## src/hdl/qualified_trigger_pkg.sv

```systemverilog
// constants, field layouts and types shared by the qualified trigger logic
package qualified_trigger_pkg;

  // clock and timing figures
  localparam int          CLK_PERIOD_PS  = 8000;
  localparam int          NARROW_STEP_PS = 2500;
  localparam int          HOLD_MIN_PS    = 25000;
  localparam int          HOLD_ZERO_PS   = 12500;
  localparam longint      MAX_TIME_S     = 20;
  localparam logic [31:0] HOLD_MIN_CYC   = 32'((HOLD_MIN_PS + CLK_PERIOD_PS - 1) / CLK_PERIOD_PS);
  localparam logic [31:0] HOLD_ZERO_CYC  = 32'((HOLD_ZERO_PS + CLK_PERIOD_PS - 1) / CLK_PERIOD_PS);
  localparam logic [31:0] MAX_TIME_CYC   = 32'((MAX_TIME_S * 64'd1000000000000) / 64'(CLK_PERIOD_PS));
  localparam logic [31:0] MAX_EVENTS     = 32'h3B9ACA00;

  // register byte offsets
  localparam logic [7:0] ADDR_CTRL    = 8'h00;
  localparam logic [7:0] ADDR_PATTERN = 8'h04;
  localparam logic [7:0] ADDR_LIMIT   = 8'h08;
  localparam logic [7:0] ADDR_HOLDOFF = 8'h0C;
  localparam logic [7:0] ADDR_STATUS  = 8'h10;
  localparam logic [7:0] ADDR_MEASURE = 8'h14;
  localparam logic [7:0] ADDR_DELAY   = 8'h18;

  // field widths and reset values
  localparam int          CTRL_W        = 12;
  localparam int          PATTERN_W     = 6;
  localparam int          STATUS_W      = 8;
  localparam logic [31:0] LIMIT_RESET   = 32'h00000001;
  localparam logic [31:0] HOLDOFF_RESET = 32'h00000000;
  localparam logic [31:0] DELAY_RESET   = 32'h00000000;

  // source indices
  localparam logic [1:0] SRC_CH1 = 2'h0;
  localparam logic [1:0] SRC_CH2 = 2'h1;
  localparam logic [1:0] SRC_EXT = 2'h2;

  typedef enum logic [1:0] {MODE_SINGLE, MODE_PATTERN, MODE_STATE, MODE_TIMED} mode_e;
  typedef enum logic [1:0] {CMP_OFF, CMP_SMALLER, CMP_GREATER, CMP_SPARE} cmp_e;
  typedef enum logic [1:0] {HOLD_NONE, HOLD_TIME, HOLD_EVENTS, HOLD_SPARE} hold_e;
  typedef enum logic [1:0] {LVL_ANY, LVL_LOW, LVL_HIGH, LVL_SPARE} lvl_e;

  typedef struct packed {
    logic       delay_events;
    logic       pattern_exit;
    hold_e      hold;
    cmp_e       cmp;
    logic       interval;
    logic       slope_fall;
    logic [1:0] src_sel;
    mode_e      mode;
  } ctrl_s;

  localparam ctrl_s CTRL_RESET = '{1'b0, 1'b0, HOLD_NONE, CMP_OFF, 1'b0, 1'b0, SRC_CH1, MODE_SINGLE};

endpackage

```

## src/hdl/qualified_trigger_logic.sv

```systemverilog
// qualified trigger logic: hold-off, width, pattern and state/time qualification
`timescale 1ns/10ps

// What this block does
// - preset counters count events up to one billion or time up to twenty seconds
// - counters serve hold-off, width comparison and delay after a start condition
// - levels of both channels and external input are sensed for combinations
// - each potential trigger, not acquisition end, starts the hold-off interval
// - accept potential trigger only while armed; ignore it while still busy
// - pulse width is slope to opposite slope; interval is slope to same slope
// - trigger on measured width smaller or greater than the limit, as selected
// - narrow pulse limit counts in 2.5 ns steps, minimum 2.5 ns
// - pattern is the AND of low, high or don't-care per source
// - pattern triggers on entering or on exiting, as selected
// - pattern combines with width and hold-off options; the interval bit is not used in pattern mode
// - entering with width check compares the preceding pattern-false period
// - exiting with width check compares the true period, triggers on exit
// - state mode: entering two-source state starts delay, then source edges trigger
// - state mode: trigger only while state holds; leaving disqualifies
// - state mode: every new entry restarts the delay
// - timed mode: three-source state starts delay; triggering stays enabled afterwards
// - timed mode: further entries do not restart a running or completed delay
// - timed qualification persists until a trigger or a mode rewrite re-arms
// - hold-off by time spans 25 ns to 20 s
// - zero hold-off by time gives the 12.5 ns minimum
module qualified_trigger_logic #(
  parameter logic [31:0] HOLD_MAX_CYC = qualified_trigger_pkg::MAX_TIME_CYC,
  parameter logic [31:0] EVENT_MAX    = qualified_trigger_pkg::MAX_EVENTS
) (
  // clock and reset
  input  wire logic        clk_sys,
  input  wire logic        sys_rst,
  // thresholded trigger sources
  input  wire logic        ch1_level,
  input  wire logic        ch2_level,
  input  wire logic        ext_level,
  // acquisition side
  input  wire logic        acq_armed,
  output logic             trig_out,
  // register port
  input  wire logic [7:0]  reg_addr,
  input  wire logic [31:0] reg_wdata,
  input  wire logic        reg_wr,
  input  wire logic        reg_rd,
  output logic [31:0]      reg_rdata
);

  qualified_trigger_pkg::ctrl_s ctrl_reg, ctrl_next;
  logic [5:0]  pattern_reg, pattern_next;
  logic [31:0] limit_reg, limit_next;
  logic [31:0] holdoff_reg, holdoff_next;
  logic [31:0] delay_reg, delay_next;
  logic [31:0] rdata_reg, rdata_next;
  logic [2:0]  src_prev_reg, src_prev_next;
  logic        pat_prev_reg, pat_prev_next;
  logic        meas_run_reg, meas_run_next;
  logic [31:0] meas_cnt_reg, meas_cnt_next;
  logic [31:0] meas_last_reg, meas_last_next;
  logic        delay_run_reg, delay_run_next;
  logic        delay_done_reg, delay_done_next;
  logic [31:0] delay_cnt_reg, delay_cnt_next;
  logic        hold_busy_reg, hold_busy_next;
  logic [31:0] hold_cnt_reg, hold_cnt_next;
  logic        trig_reg, trig_next;

  logic [2:0]  src;
  logic [2:0]  rise;
  logic [2:0]  fall;
  logic [1:0]  sel_idx;
  logic        slope_edge;
  logic        opp_edge;
  logic [2:0]  bit_ok;
  logic [2:0]  src_mask;
  logic        pat_cur;
  logic        enter;
  logic        leave;
  logic        meas_start;
  logic        meas_stop;
  logic        point;
  logic        width_ok;
  logic [63:0] meas_ps;
  logic [63:0] lim_ps;
  logic [31:0] lim_eff;
  logic        potential;
  logic        pot_accept;
  logic        wr_ctrl;
  logic [31:0] hold_load;

  assign src     = {ext_level, ch2_level, ch1_level};
  assign rise    = src & ~src_prev_reg;
  assign fall    = ~src & src_prev_reg;
  assign sel_idx = (ctrl_reg.src_sel == 2'h3) ? qualified_trigger_pkg::SRC_EXT : ctrl_reg.src_sel;
  assign slope_edge = ctrl_reg.slope_fall ? fall[sel_idx] : rise[sel_idx];
  assign opp_edge   = ctrl_reg.slope_fall ? rise[sel_idx] : fall[sel_idx];
  assign wr_ctrl    = reg_wr && (reg_addr == qualified_trigger_pkg::ADDR_CTRL);

  // per-source level check against the programmed low, high or don't-care
  for (genvar i = 0; i < 3; i++) begin : g_src
    assign bit_ok[i] = (pattern_reg[2*i+1 -: 2] == qualified_trigger_pkg::LVL_ANY)
                    || (pattern_reg[2*i+1 -: 2] == qualified_trigger_pkg::LVL_SPARE)
                    || ((pattern_reg[2*i+1 -: 2] == qualified_trigger_pkg::LVL_LOW) && !src[i])
                    || ((pattern_reg[2*i+1 -: 2] == qualified_trigger_pkg::LVL_HIGH) && src[i]);
    assign src_mask[i] = (ctrl_reg.mode == qualified_trigger_pkg::MODE_STATE) && (sel_idx == 2'(i));
  end

  assign pat_cur = &(bit_ok | src_mask);
  assign enter   = pat_cur && !pat_prev_reg;
  assign leave   = !pat_cur && pat_prev_reg;

  // width compare in picoseconds so the limit does not depend on the clock
  assign lim_eff  = (limit_reg == 32'h00000000) ? 32'h00000001 : limit_reg;
  assign meas_ps  = 64'(meas_cnt_reg) * 64'(qualified_trigger_pkg::CLK_PERIOD_PS);
  assign lim_ps   = 64'(lim_eff) * 64'(qualified_trigger_pkg::NARROW_STEP_PS);
  assign width_ok = (ctrl_reg.cmp == qualified_trigger_pkg::CMP_SMALLER) ? (meas_ps < lim_ps)
                  : (ctrl_reg.cmp == qualified_trigger_pkg::CMP_GREATER) ? (meas_ps > lim_ps)
                  : 1'b0;

  // start, stop and trigger point of the measured width
  always_comb begin
    meas_start = 1'b0;
    meas_stop  = 1'b0;
    point      = 1'b0;
    if (ctrl_reg.mode == qualified_trigger_pkg::MODE_PATTERN) begin
      meas_start = ctrl_reg.pattern_exit ? enter : leave;
      meas_stop  = ctrl_reg.pattern_exit ? leave : enter;
      point      = meas_stop;
    end else if (ctrl_reg.mode == qualified_trigger_pkg::MODE_SINGLE) begin
      meas_start = slope_edge;
      meas_stop  = ctrl_reg.interval ? slope_edge : opp_edge;
      point      = slope_edge;
    end
  end

  // potential trigger from whichever mode is active
  always_comb begin
    potential = 1'b0;
    case (ctrl_reg.mode)
      qualified_trigger_pkg::MODE_SINGLE,
      qualified_trigger_pkg::MODE_PATTERN: begin
        if (ctrl_reg.cmp == qualified_trigger_pkg::CMP_OFF) begin
          potential = point;
        end else begin
          potential = meas_stop && meas_run_reg && width_ok;
        end
      end
      qualified_trigger_pkg::MODE_STATE: begin
        potential = delay_done_reg && pat_cur && slope_edge;
      end
      default: begin
        potential = delay_done_reg && slope_edge;
      end
    endcase
  end

  assign pot_accept = potential && !hold_busy_reg;

  // hold-off preset, clamped to the programmable span
  always_comb begin
    hold_load = holdoff_reg;
    if (ctrl_reg.hold == qualified_trigger_pkg::HOLD_TIME) begin
      if (holdoff_reg == 32'h00000000) begin
        hold_load = qualified_trigger_pkg::HOLD_ZERO_CYC;
      end else if (holdoff_reg < qualified_trigger_pkg::HOLD_MIN_CYC) begin
        hold_load = qualified_trigger_pkg::HOLD_MIN_CYC;
      end else if (holdoff_reg > HOLD_MAX_CYC) begin
        hold_load = HOLD_MAX_CYC;
      end
    end else if (holdoff_reg > EVENT_MAX) begin
      hold_load = EVENT_MAX;
    end
  end

  // next state of the whole block
  always_comb begin
    ctrl_next       = ctrl_reg;
    pattern_next    = pattern_reg;
    limit_next      = limit_reg;
    holdoff_next    = holdoff_reg;
    delay_next      = delay_reg;
    rdata_next      = 32'h00000000;
    src_prev_next   = src;
    pat_prev_next   = pat_cur;
    meas_run_next   = meas_run_reg;
    meas_cnt_next   = meas_cnt_reg;
    meas_last_next  = meas_last_reg;
    delay_run_next  = delay_run_reg;
    delay_done_next = delay_done_reg;
    delay_cnt_next  = delay_cnt_reg;
    hold_busy_next  = hold_busy_reg;
    hold_cnt_next   = hold_cnt_reg;
    trig_next       = pot_accept && acq_armed;

    // register writes
    if (reg_wr) begin
      if (reg_addr == qualified_trigger_pkg::ADDR_CTRL) begin
        ctrl_next = qualified_trigger_pkg::ctrl_s'(reg_wdata[qualified_trigger_pkg::CTRL_W-1:0]);
      end else if (reg_addr == qualified_trigger_pkg::ADDR_PATTERN) begin
        pattern_next = reg_wdata[qualified_trigger_pkg::PATTERN_W-1:0];
      end else if (reg_addr == qualified_trigger_pkg::ADDR_LIMIT) begin
        limit_next = reg_wdata;
      end else if (reg_addr == qualified_trigger_pkg::ADDR_HOLDOFF) begin
        holdoff_next = reg_wdata;
      end else if (reg_addr == qualified_trigger_pkg::ADDR_DELAY) begin
        delay_next = reg_wdata;
      end
    end

    // register reads, data in the following cycle only
    if (reg_rd) begin
      if (reg_addr == qualified_trigger_pkg::ADDR_CTRL) begin
        rdata_next = 32'(ctrl_reg);
      end else if (reg_addr == qualified_trigger_pkg::ADDR_PATTERN) begin
        rdata_next = 32'(pattern_reg);
      end else if (reg_addr == qualified_trigger_pkg::ADDR_LIMIT) begin
        rdata_next = limit_reg;
      end else if (reg_addr == qualified_trigger_pkg::ADDR_HOLDOFF) begin
        rdata_next = holdoff_reg;
      end else if (reg_addr == qualified_trigger_pkg::ADDR_STATUS) begin
        rdata_next = 32'({pat_cur, delay_done_reg, delay_run_reg, hold_busy_reg, meas_run_reg, src});
      end else if (reg_addr == qualified_trigger_pkg::ADDR_MEASURE) begin
        rdata_next = meas_last_reg;
      end else if (reg_addr == qualified_trigger_pkg::ADDR_DELAY) begin
        rdata_next = delay_reg;
      end
    end

    // width measurement, saturating count of clock cycles
    if (meas_run_reg && (meas_cnt_reg != 32'hFFFFFFFF)) begin
      meas_cnt_next = meas_cnt_reg + 32'h00000001;
    end
    if (meas_stop && meas_run_reg) begin
      meas_last_next = meas_cnt_reg;
      meas_run_next  = 1'b0;
    end
    if (meas_start) begin
      meas_run_next = 1'b1;
      meas_cnt_next = 32'h00000001;
    end

    // qualification delay by time or by source events
    if (delay_run_reg && (!ctrl_reg.delay_events || slope_edge)) begin
      delay_cnt_next = delay_cnt_reg + 32'h00000001;
      if ((delay_cnt_reg + 32'h00000001) >= delay_reg) begin
        delay_run_next  = 1'b0;
        delay_done_next = 1'b1;
      end
    end
    if (ctrl_reg.mode == qualified_trigger_pkg::MODE_STATE) begin
      if (leave) begin
        delay_run_next  = 1'b0;
        delay_done_next = 1'b0;
      end else if (enter) begin
        delay_cnt_next  = 32'h00000000;
        delay_run_next  = (delay_reg != 32'h00000000);
        delay_done_next = (delay_reg == 32'h00000000);
      end
    end else if (ctrl_reg.mode == qualified_trigger_pkg::MODE_TIMED) begin
      if (enter && !delay_run_reg && !delay_done_reg) begin
        delay_cnt_next  = 32'h00000000;
        delay_run_next  = (delay_reg != 32'h00000000);
        delay_done_next = (delay_reg == 32'h00000000);
      end
      if (trig_next) begin
        delay_done_next = 1'b0;
      end
    end else begin
      delay_run_next  = 1'b0;
      delay_done_next = 1'b0;
    end

    // hold-off, started by every potential trigger that gets through
    if (hold_busy_reg) begin
      if ((ctrl_reg.hold == qualified_trigger_pkg::HOLD_TIME) || potential) begin
        hold_cnt_next = hold_cnt_reg - 32'h00000001;
        if (hold_cnt_reg <= 32'h00000001) begin
          hold_busy_next = 1'b0;
        end
      end
    end else if (pot_accept && (ctrl_reg.hold != qualified_trigger_pkg::HOLD_NONE)
                 && (hold_load != 32'h00000000)) begin
      hold_busy_next = 1'b1;
      hold_cnt_next  = hold_load;
    end

    // a mode rewrite stops and re-arms all qualification
    if (wr_ctrl) begin
      meas_run_next   = 1'b0;
      delay_run_next  = 1'b0;
      delay_done_next = 1'b0;
      hold_busy_next  = 1'b0;
    end
  end

  always_ff @(posedge clk_sys) begin
    if (sys_rst) begin
      ctrl_reg       <= qualified_trigger_pkg::CTRL_RESET;
      pattern_reg    <= '0;
      limit_reg      <= qualified_trigger_pkg::LIMIT_RESET;
      holdoff_reg    <= qualified_trigger_pkg::HOLDOFF_RESET;
      delay_reg      <= qualified_trigger_pkg::DELAY_RESET;
      rdata_reg      <= '0;
      src_prev_reg   <= '0;
      pat_prev_reg   <= 1'b0;
      meas_run_reg   <= 1'b0;
      meas_cnt_reg   <= '0;
      meas_last_reg  <= '0;
      delay_run_reg  <= 1'b0;
      delay_done_reg <= 1'b0;
      delay_cnt_reg  <= '0;
      hold_busy_reg  <= 1'b0;
      hold_cnt_reg   <= '0;
      trig_reg       <= 1'b0;
    end else begin
      ctrl_reg       <= ctrl_next;
      pattern_reg    <= pattern_next;
      limit_reg      <= limit_next;
      holdoff_reg    <= holdoff_next;
      delay_reg      <= delay_next;
      rdata_reg      <= rdata_next;
      src_prev_reg   <= src_prev_next;
      pat_prev_reg   <= pat_prev_next;
      meas_run_reg   <= meas_run_next;
      meas_cnt_reg   <= meas_cnt_next;
      meas_last_reg  <= meas_last_next;
      delay_run_reg  <= delay_run_next;
      delay_done_reg <= delay_done_next;
      delay_cnt_reg  <= delay_cnt_next;
      hold_busy_reg  <= hold_busy_next;
      hold_cnt_reg   <= hold_cnt_next;
      trig_reg       <= trig_next;
    end
  end

  assign trig_out  = trig_reg;
  assign reg_rdata = rdata_reg;
endmodule // qualified_trigger_logic

```

## config.mk

```make
export PLATFORM = sky130hd
export DESIGN_NAME = qualified_trigger_logic
export DESIGN_NICKNAME = d
export VERILOG_FILES = /design/src/hdl/qualified_trigger_pkg.sv /design/src/hdl/qualified_trigger_logic.sv
export SDC_FILE = /design/constraint.sdc
export NUM_CORES = 1
export LEC_CHECK = 0
export ABC_AREA = 1
export BUFFER_PORTS_ARGS = -buffer_cell sky130_fd_sc_hd__buf_2
export CAP_MARGIN = 40
export CELL_PAD_IN_SITES_DETAIL_PLACEMENT = 1
export CELL_PAD_IN_SITES_GLOBAL_PLACEMENT = 1
export CORE_ASPECT_RATIO = 0.5
export CORE_MARGIN = 4
export CORE_UTILIZATION = 45
export CTS_CLUSTER_SIZE = 25
export DETAILED_ROUTE_END_ITERATION = 8
export HOLD_SLACK_MARGIN = 0.08
export PLACE_DENSITY_LB_ADDON = 0.1
export SETUP_SLACK_MARGIN = 0.05
export SLEW_MARGIN = 20
export SYNTH_ARGS = -nofsm -noshare
export SYNTH_HDL_FRONTEND = slang
export SYNTH_SLANG_ARGS = --single-unit
```

## constraint.sdc

```tcl
create_clock -name clk_sys -period 8 [get_ports clk_sys]
set_clock_uncertainty 0.15 [all_clocks]
set_input_delay 0 -clock clk_sys [delete_from_list [all_inputs] [get_ports clk_sys]]
set_output_delay 0 -clock clk_sys [all_outputs]
set_load 0.02 [all_outputs]
```

* After elaboration in Yosys (flattened, before gate mapping) *
Index checks and enable logic that the tools add are counted.

operators by class
  $add $sub $neg = 3
  multiply operators = 2
  magnitude comparators = 8
  equal/unequal tests = 26
  multiplexer cells = 64
  bitwise logic cells = 10
  reductions and logical operators = 73

operators by type and width
  operator                  number
  $mux W32                  20
  $logic_not A32 Y1         3
  $add A32 B1 Y32 const B   2
  $reduce_bool A32 Y1       2
  $gt A45 B44 Y1            1
  $lt A45 B44 Y1            1
  $mul A32 B10 Y42 const B  1
  $mul A32 B7 Y39 const B   1
  $mux W1                   38
  $ge A32 B32 Y1            1
  $gt A32 B30 Y1 const B    1
  $gt A32 B32 Y1 const B    1
  $le A32 B1 Y1 const B     1
  $lt A32 B3 Y1 const B     1
  $ne A32 B32 Y1 const B    1
  $sub A32 B1 Y32 const B   1
  $logic_and A1 B1 Y1       25
  $eq A8 B5 Y1 const B      3
  $mux W12                  2
  $eq A2 B2 Y1 const B      11
  $eq A8 B4 Y1 const B      2
  $eq A2 B1 Y1 const B      7
  $logic_not A2 Y1          6
  $logic_or A1 B1 Y1        11
  other kinds (20)          43

word-level totals
  register bits after elaboration = 283
  word-level logic and storage cells = 212

* Logic depth before layout (Yosys ltp) *
Gate-level depths: netlist of the first run.

  depth in word-level cells = 19
  gate-level depth with buffers = 48

* Worst setup path after synthesis of the first run *
No wires, ideal clock.

  path kind = register to register
  start point = register meas_cnt_reg[2]
  end point = register hold_cnt_reg[14]
  data arrival time = 6.173 ns
  data required time = 7.735 ns
  setup slack = 1.562 ns
  cell stages (with the launch flop) = 36
  path through = dfxtp_1 fa_1 inv_1 fa_1 fa_1 inv_1 fa_1 ha_1 a21oi_1 o21ai_1 a21boi_1 o21ai_1 a21boi_1 o21ai_1 a21oi_1 o21ai_1 a21oi_1 o21ai_1 nand3_1 nand2_1 xor2_1 ha_1 nand2_1 nor2_1 and3_1 nand4_1 nand3_1 nand3_2 nand2_4 nand2_4 nand2_4 nand2_4 buf_6 buf_6 a21oi_1 nor2_1

on the way
  longest elaborated chain between the ends = 12
  elaborated cells between the ends (all ways) = 15
  classes of those cells = 1 x mul; 2 x order compare; 1 x eq/ne; 4 x mux; 7 x reduce/logical

ends and longest elaborated chain
  what                           line                            text
  start: declaration             qualified_trigger_logic.sv:57   logic [31:0] meas_cnt_reg, meas_cnt_next;
  start signal: assignment       qualified_trigger_logic.sv:323  meas_cnt_reg <= meas_cnt_next;
  $mul A32 B7 Y39 *              qualified_trigger_logic.sv:112  assign meas_ps = 64'(meas_cnt_reg) * 64'(qualified_trigger_pkg::CLK_PERIOD_PS);
  $gt A45 B44 Y1                 qualified_trigger_logic.sv:115  : (ctrl_reg.cmp == qualified_trigger_pkg::CMP_GREATER) ? (meas_ps > lim_ps)
  $mux W1                        qualified_trigger_logic.sv:115
  $mux W1 *                      qualified_trigger_logic.sv:114  assign width_ok = (ctrl_reg.cmp == qualified_trigger_pkg::CMP_SMALLER) ? (meas_ps < lim_ps)
  $logic_and A1 B1 Y1 *          qualified_trigger_logic.sv:143  potential = meas_stop && meas_run_reg && width_ok;
  $mux W1 *                      qualified_trigger_logic.sv:140  if (ctrl_reg.cmp == qualified_trigger_pkg::CMP_OFF) begin
  $pmux W1 S2 *                  qualified_trigger_logic.sv:137  case (ctrl_reg.mode)
  $logic_and A1 B1 Y1            qualified_trigger_logic.sv:155  assign pot_accept = potential && !hold_busy_reg;
  $logic_and A1 B1 Y1            qualified_trigger_logic.sv:279  end else if (pot_accept && (ctrl_reg.hold != qualified_trigger_pkg::HOLD_NONE)
  $logic_and A1 B1 Y1            qualified_trigger_logic.sv:280  && (hold_load != 32'h00000000)) begin
  $reduce_bool A2 Y1 (no line)   -
  $reduce_and A2 Y1 (no line) *  -
  end signal: assignment         qualified_trigger_logic.sv:329  hold_cnt_reg <= hold_cnt_next;
  end: declaration               qualified_trigger_logic.sv:63   logic [31:0] hold_cnt_reg, hold_cnt_next;

Mark *: on every way between the ends. The rest lies on a longest branch, timed or not.
A chain may end at the register's enable or synchronous reset.

* Worst setup path in the final report of the first run *
  start point = register limit_reg[11]
  end point = register trig_reg (netlist: trig_out)

on the way
  longest elaborated chain between the ends = 11
  elaborated cells between the ends (all ways) = 12
  classes of those cells = 1 x mul; 2 x order compare; 5 x mux; 4 x reduce/logical

ends and longest elaborated chain
  what                      line                            text
  start: declaration        qualified_trigger_logic.sv:50   logic [31:0] limit_reg, limit_next;
  start signal: assignment  qualified_trigger_logic.sv:298  limit_reg <= qualified_trigger_pkg::LIMIT_RESET;
  start signal: assignment  qualified_trigger_logic.sv:316  limit_reg <= limit_next;
  $logic_not A32 Y1         qualified_trigger_logic.sv:111  assign lim_eff = (limit_reg == 32'h00000000) ? 32'h00000001 : limit_reg;
  $mux W32 *                qualified_trigger_logic.sv:111
  $mul A32 B10 Y42 *        qualified_trigger_logic.sv:113  assign lim_ps = 64'(lim_eff) * 64'(qualified_trigger_pkg::NARROW_STEP_PS);
  $gt A45 B44 Y1            qualified_trigger_logic.sv:115
  $mux W1                   qualified_trigger_logic.sv:115
  $mux W1 *                 qualified_trigger_logic.sv:114
  $logic_and A1 B1 Y1 *     qualified_trigger_logic.sv:143
  $mux W1 *                 qualified_trigger_logic.sv:140
  $pmux W1 S2 *             qualified_trigger_logic.sv:137
  $logic_and A1 B1 Y1 *     qualified_trigger_logic.sv:155
  $logic_and A1 B1 Y1 *     qualified_trigger_logic.sv:191  trig_next = pot_accept && acq_armed;
  end signal: assignment    qualified_trigger_logic.sv:330  trig_reg <= trig_next;
  end: declaration          qualified_trigger_logic.sv:64   logic trig_reg, trig_next;

Marks and branches as above.

==> results by group, run 1 <==
Floorplanning
  – Number of core rows: 61
  – Starting Density: 45.8%
  – CORE AREA: 55900 um2
  – Die Height: 177 um
  – Chip width: 345 um
  – Die footprint: 61000 um2
  – Io pins: 81

CTS
  – Clock sinks: 283
  – Root Buffer: clkbuf_16
  – CTS tree: built
  – Clk buf depth: 3
  – Skew-Pair Late Insertion Delay: 0.64 ns
  – H-tree depth: 1
  – Worst-path clk slew: 0.08 ns
  – CTS Buf Count: 31

Timing
  – Crit path time final: 7.53 ns
  – Final hold slack: 0.125 ns
  – Slew HR: 40.5%
  – Worst slew pin tran: 0.884 ns
  – Final Hold Violating Endpoints: 0
  – Final period util: 94.2%
  – Setup-failing EPs final: 0
  – Worst setup margin: 0.468 ns
  – Setup TNS: 0 ns
  – Final Max Tran Viols: 0
  – Max Clock Freq: 0.133 GHz
  – RSZ-0062 raised after global routing: false

GRT
  – Largest net degree at the start of global routing: 65
  – Antenna violations before repair: 5
  – Total global routing overflow: 0
  – First-pass GRT wire length: 142000 um
  – Gr usage total: 29.2%
  – Vias in the first global route: 25000

Power and ir drop
  – Clock Power Share: 50.1%
  – Switching part of the total: 27.3%
  – Power Total: 3.30 mW
  – Worst vdd ir: 165 uV
  – Leakage: 14.3 nW
  – Combinational power share: 6.9%
  – Power per standard cell area: 115 nW/um2
  – Total net switching power: 0.903 mW
  – Share of power burned in registers: 43.1%
  – Internal: 2.40 mW

Min path
  – Hold Crit Class: input pin to register
  – Hold path cells: 4

Routing
  – WL per Instance: 21.3 um
  – Via-to-Cell Ratio: 5.66
  – Remaining antenna violation count after routing: 0
  – WL final: 89900 um
  – Drt first pass iters: 5
  – Via Count: 23900
  – # DRC: 0
  – DRT iter0 DRCs: 1571

Logic synthesis
  – Cells after Synth: 3338
  – Register bit total from synthesis: 283
  – Post-Syn Nets: 3871
  – Synthesized area per cell: 7.66 um2
  – Sequential-to-total area share from yosys stat: 22.1%
  – Top post-synthesis cells by area: dfxtp_1 22%, fa_1 15%, ha_1 15%
  – Post-synth EDFFs: 0
  – Asr flop ratio synth: 0%
  – Post-synthesis cell type count: 58
  – Synth Flop Type: dfxtp_1
  – Dominant cell type by area after synthesis: dfxtp_1
  – Synth cell count leaders: 510 x inv_1, 391 x nand2_1, 338 x a21oi_1
  – Yosys warnings: 0
  – Mapped Area: 25600 um2
  – Top-area cell type share of the netlist area: 22.1%
  – Count leader, synth: inv_1

Cells and area
  – Share of layout cells above drive strength 1: 8.33%
  – Final instance area: 28600 um2
  – Layout Utilization: 51.3%
  – Finished Layout Cells: 4217
  – Nets@finish: 3966
  – Area Growth Syn to Fin: 12.0%

Flow run
  – MaxCap Viol Count: 0

Placement
  – Dpl cells: 4083
  – Place WS: 0.0402 ns
  – Port Buffers: 80
  – HPWL after detailed placement: 69100 um
  – Placer Congestion: 0.905
  – Placed instance area: 26700 um2

Worst setup path
  – Crit path max fanout: 7
  – Worst setup EP type: register
  – Worst setup path class: register to register
  – Max incr delay on CP: 0.69 ns
  – Req. time, crit path: 8.43 ns
  – Crit path arrival time: 7.96 ns
  – Most used cell, CP: ha_1
  – Slowest CP cell: o21ai_0
  – R2r worst-path depth: 31
  – CP Launch Type: register

Outcome
  – Outcome: complete, no violations
cells in the final DEF, fill, tap and decap left out, types with 88 or more instances in the layout:
cell	count
dfxtp_1	277
a21oi_1	334
inv_1	505
nand2_1	390
o21ai_0	253
xor2_1	88
ha_1	298
fa_1	187
nand3_1	107
nor2_1	332
final cells by class:
cell class,count,area (um2)
diodes,3,7.51
clock buffers,33,803
clock inverters,25,318
fillers,6967,27200
inverters,514,1940
multi-input cells,2406,17500
flip-flops and latches,283,5670
well taps,756,946
repair buffers,197,1450
cell families (layout without fill, tap and decap cells):
kind of cell	after synthesis	after routing	share of synthesized area (%)
other	0	3	0
and+or+nand+nor	1021	1022	17.7
DFF	283	283	22.1
xor gates and xnor gates	127	127	4.35
AOI/OAI and AO/OA	772	772	16.8
adders and majority gates	485	485	29.2
buffers and inverters	650	769	9.87
metal layers:
metal | wire [um] | track usage [%]
met4 | 2590 | 7.77
met5 | 27 | 0
met2 | 38400 | 45.5
met1 | 42600 | 41.5
met3 | 6270 | 5.90
worst max-delay path: cells and delay by family, from the launching register on:
family	cells	cell delay, ns
xor+xnor	1	0.17
buf+inv	3	0.78
flops	1	0.57
fa+ha+maj	6	1.88
compound gates	8	2.13
simple gates	13	1.78
worst paths after layout:
check,endpoint,start,slack [ns]
setup / recovery,trig_out$_SDFF_PP0_,limit_reg[11]$_SDFFE_PP0P_,0.47
setup reg to reg,trig_out$_SDFF_PP0_,limit_reg[11]$_SDFFE_PP0P_,0.47
hold reg to reg,meas_last_reg[17]$_SDFFE_PP0P_,meas_last_reg[17]$_SDFFE_PP0P_,0.32
hold / removal,holdoff_reg[19]$_SDFFE_PP0P_,reg_wdata[19],0.13
power groups by stage:
stage,clock [mW],combinational (mW),sequential [mW]
final,1.65,0.228,1.42
after floorplan,0,0.109,1.45
after detailed placement,0,0.190,1.45
after global routing,1.74,0.248,1.42
after global placement,0,0.185,1.45
after CTS,1.67,0.217,1.42
what timing repair did:
| item | in CTS | in global routing |
|---|---|---|
| gates resized for setup | 2 | 32 |
| hold buffers | 65 | 0 |
| pin swaps | 0 | 6 |
| hold endpoints to repair | 169 | 0 |
| gates cloned | 0 | 1 |
| buffers inserted | 0 | 6 |
| endpoints found under the setup margin | 16 | 35 |
Power figures use the tool's default switching activity.
==> run 2, diff against run 1 <==
Settings changed: CORE_ASPECT_RATIO 0.5 to unset.
==> run 2 against run 1 <==
  * Fmax up 0.63%
  * Sequential share of layout area about the same
  * Clock power up 4%
  * Worst hold slack better by 0.0051 ns
  * Worst setup slack better by 0.047 ns
  * Cell area down 0.10%
  * Non-clock buffer count down 13
  * Register-to-register slack better by 0.05 ns
  * Critical path depth up 2
  * Largest cell class unchanged
  * Highest routed layer unchanged
==> results by group, run 2 (synthesis gave the netlist of run 1 again) <==
Routing
  – Drt first pass iters: 5 (unchanged)
  – DRT iter0 DRCs: 1282 (-18%)
  – Via Count: 23300 (-2.3%)
  – Remaining antenna violation count after routing: 0 (unchanged)
  – # DRC: 0 (unchanged)
  – WL final: 87100 um (-3.1%)
  – WL per Instance: 20.7 um (-3.0%)
  – Via-to-Cell Ratio: 5.54 (-2.3%)

Placement
  – Port Buffers: 80 (unchanged)
  – Placer Congestion: 0.907 (+0.23%)
  – Dpl cells: 4088 (+0.12%)
  – HPWL after detailed placement: 70400 um (+1.9%)

Timing
  – Final period util: 93.6% (-0.59 points)
  – Crit path time final: 7.48 ns (-0.0474 ns)
  – Setup TNS: 0 ns (unchanged)
  – Max Clock Freq: 0.134 GHz (+0.63%)
  – RSZ-0062 raised after global routing: false
  – Final Max Tran Viols: 0 (unchanged)
  – Setup-failing EPs final: 0 (unchanged)
  – Slew HR: 41.9% (+1.5 points)
  – Final Hold Violating Endpoints: 0 (unchanged)
  – Worst slew pin tran: 0.871 ns (-0.0124 ns)

Power and ir drop
  – Leakage: 14.3 nW (about the same)
  – Power per standard cell area: 117 nW/um2 (+1.4%)
  – Worst vdd ir: 146 uV (-11%)

Worst setup path
  – CP endpoint: hold_cnt_reg[20]$_SDFFE_PP0P_
  – Most used cell, CP: nand2_1
  – Slowest CP cell: dfxtp_1
  – Crit path arrival time: 7.80 ns (-0.16 ns)
  – Critical path origin: meas_cnt_reg[16]$_SDFFE_PP0P_
  – Worst setup path class: register to register
  – Max incr delay on CP: 0.62 ns (-0.07 ns)
  – CP Launch Type: register
  – Reg2Reg Setup Slack: 0.52 ns (+0.05 ns)
  – Req. time, crit path: 8.32 ns (-0.11 ns)
  – R2r worst-path depth: 33 (+6.5%)
  – Worst setup EP type: register
  – Crit path max fanout: 38 (+31)
  – RR Endpoint: hold_cnt_reg[20]$_SDFFE_PP0P_
  – Worst r2r src: meas_cnt_reg[16]$_SDFFE_PP0P_

GRT
  – First-pass GRT wire length: 138000 um (-2.2%)
  – Total global routing overflow: 0 (unchanged)
  – GR Layer Usage met2: 49.3% (+3.9 points)
  – Largest net degree at the start of global routing: 79 (+22%)
  – Antenna violations before repair: 1 (-4)
  – Gr busiest metal: met2
  – Gr usage total: 28.7% (-0.47 points)
  – Vias in the first global route: 25000 (+0.036%)
  – Met1 global-route usage: 37.2% (-4.3 points)
  – Met3 Use GR: 3.52% (-2.4 points)

Flow run
  – MaxCap Viol Count: 0 (unchanged)

Floorplanning
  – Die footprint: 60700 um2 (-0.38%)
  – Number of core rows: 87 (+43%)
  – CORE AREA: 56400 um2 (+0.93%)
  – Io pins: 81 (unchanged)
  – Chip width: 246 um (-29%)
  – Die Height: 246 um (+40%)
  – Starting Density: 45.4% (-0.42 points)

CTS
  – H-tree depth: 2 (+1)
  – Skew-Pair Late Insertion Delay: 0.58 ns (-0.06 ns)
  – Clk buf depth: 3 (unchanged)
  – Clock sinks: 283 (unchanged)
  – Worst-path clk slew: 0.06 ns (-0.02 ns)
  – CTS tree: built
  – Root Buffer: clkbuf_16
  – CTS Buf Count: 38 (+23%)

Min path
  – Hold Crit Class: input pin to register

Cells and area
  – Area Growth Syn to Fin: 11.8%
  – Share of layout cells above drive strength 1: 8.28% (-0.053 points)
  – Most common cell after layout, fill and taps aside: inv_1
  – Fillers: 7052 (+1.2%)
  – Nets@finish: 3959 (-0.18%)
  – Commonest non-fill, non-tap cells in the layout: 508 x inv_1, 390 x nand2_1, 334 x a21oi_1, 334 x nor2_1, 298 x ha_1
  – Finished Layout Cells: 4214 (-0.071%)

Outcome
  – Outcome: complete, no violations
[run 2: cell types whose count changed in the layout (fill, tap and decap cells not counted), sizes merged, moves of 2 or more]
cell and delta:
dlygate4sd3 -15, clkbuf +18, buf +2, inv -4, clkinv +3, bufinv -4
[run 2: worst min path at each step]
| stage | start | to | slack, ns | cells past startpoint |
|---|---|---|---|---|
| 6_report | reg_wdata[29] | holdoff_reg[29]$_SDFFE_PP0P_ | 0.13 | 4 |
| 5_1_grt | reg_wdata[22] | holdoff_reg[22]$_SDFFE_PP0P_ | 0.14 | 4 |
| 4_1_cts | reg_wdata[29] | holdoff_reg[29]$_SDFFE_PP0P_ | 0.11 | 4 |
| 3_3_place_gp | reg_wdata[18] | holdoff_reg[18]$_SDFFE_PP0P_ | 0.15 | 3 |
| 2_1_floorplan | reg_wdata[0] | limit_reg[0]$_SDFFE_PP1P_ | -0.02 | 2 |
| 3_5_place_dp | reg_wdata[18] | holdoff_reg[18]$_SDFFE_PP0P_ | 0.17 | 3 |
[run 2: layout make-up]
cell class                 instances  area (um2)  area share [%]
timing repair buffer             184        1340            4.70
multi-input combinational       2405       17500            61.0
sequential                       283        5670            19.8
antenna                            2        5.00          0.0175
tap                              756         946            3.31
inverter                         514        1930            6.75
clock inverter                    19         208           0.726
clock buffer                      51        1040            3.63
[run 2: timing repair]
item	4_1_cts	5_1_grt
buffers inserted	0	4
resized for setup	0	22
endpoints found under the setup margin	0	35
endpoints found under the hold margin	167	0
hold buffers	50	0
[run 2: critical path: cells and delay by family (launching register included)]
kind | cells | cell delay (ns)
fa+ha+maj | 6 | 2.76
simple gates | 16 | 1.86
compound gates | 8 | 1.56
flops | 1 | 0.62
buf+inv | 2 | 0.36
xor+xnor | 1 | 0.10
[run 2: power by group]
part	internal (mW)	switching (mW)
combinational	0.0730	0.141
sequential	1.42	0.00591
clock	0.967	0.745
[run 2: stage by stage]
stage | area, um2 | power (mW) | hold WS, ns | util (%) | setup WS, ns
2_1_floorplan | 25600 | 1.56 | -0.0196 | - | 1.56
3_3_place_gp | 26700 | 1.64 | 0.152 | 47.4 | 0.569
3_5_place_dp | 26800 | 1.65 | 0.175 | 47.5 | 0.241
4_1_cts | 28500 | 3.39 | 0.111 | 50.6 | 0.189
5_1_grt | 28600 | 3.47 | 0.145 | 50.7 | 0.0260
6_report | 28600 | 3.35 | 0.130 | 50.7 | 0.515
[run 2: routing by layer]
layer	vias to the layer above	share of wire (%)
met5	-	0.013
met4	2	3.9
li1	11200	-
met3	156	3.9
met1	11500	44
met2	461	48
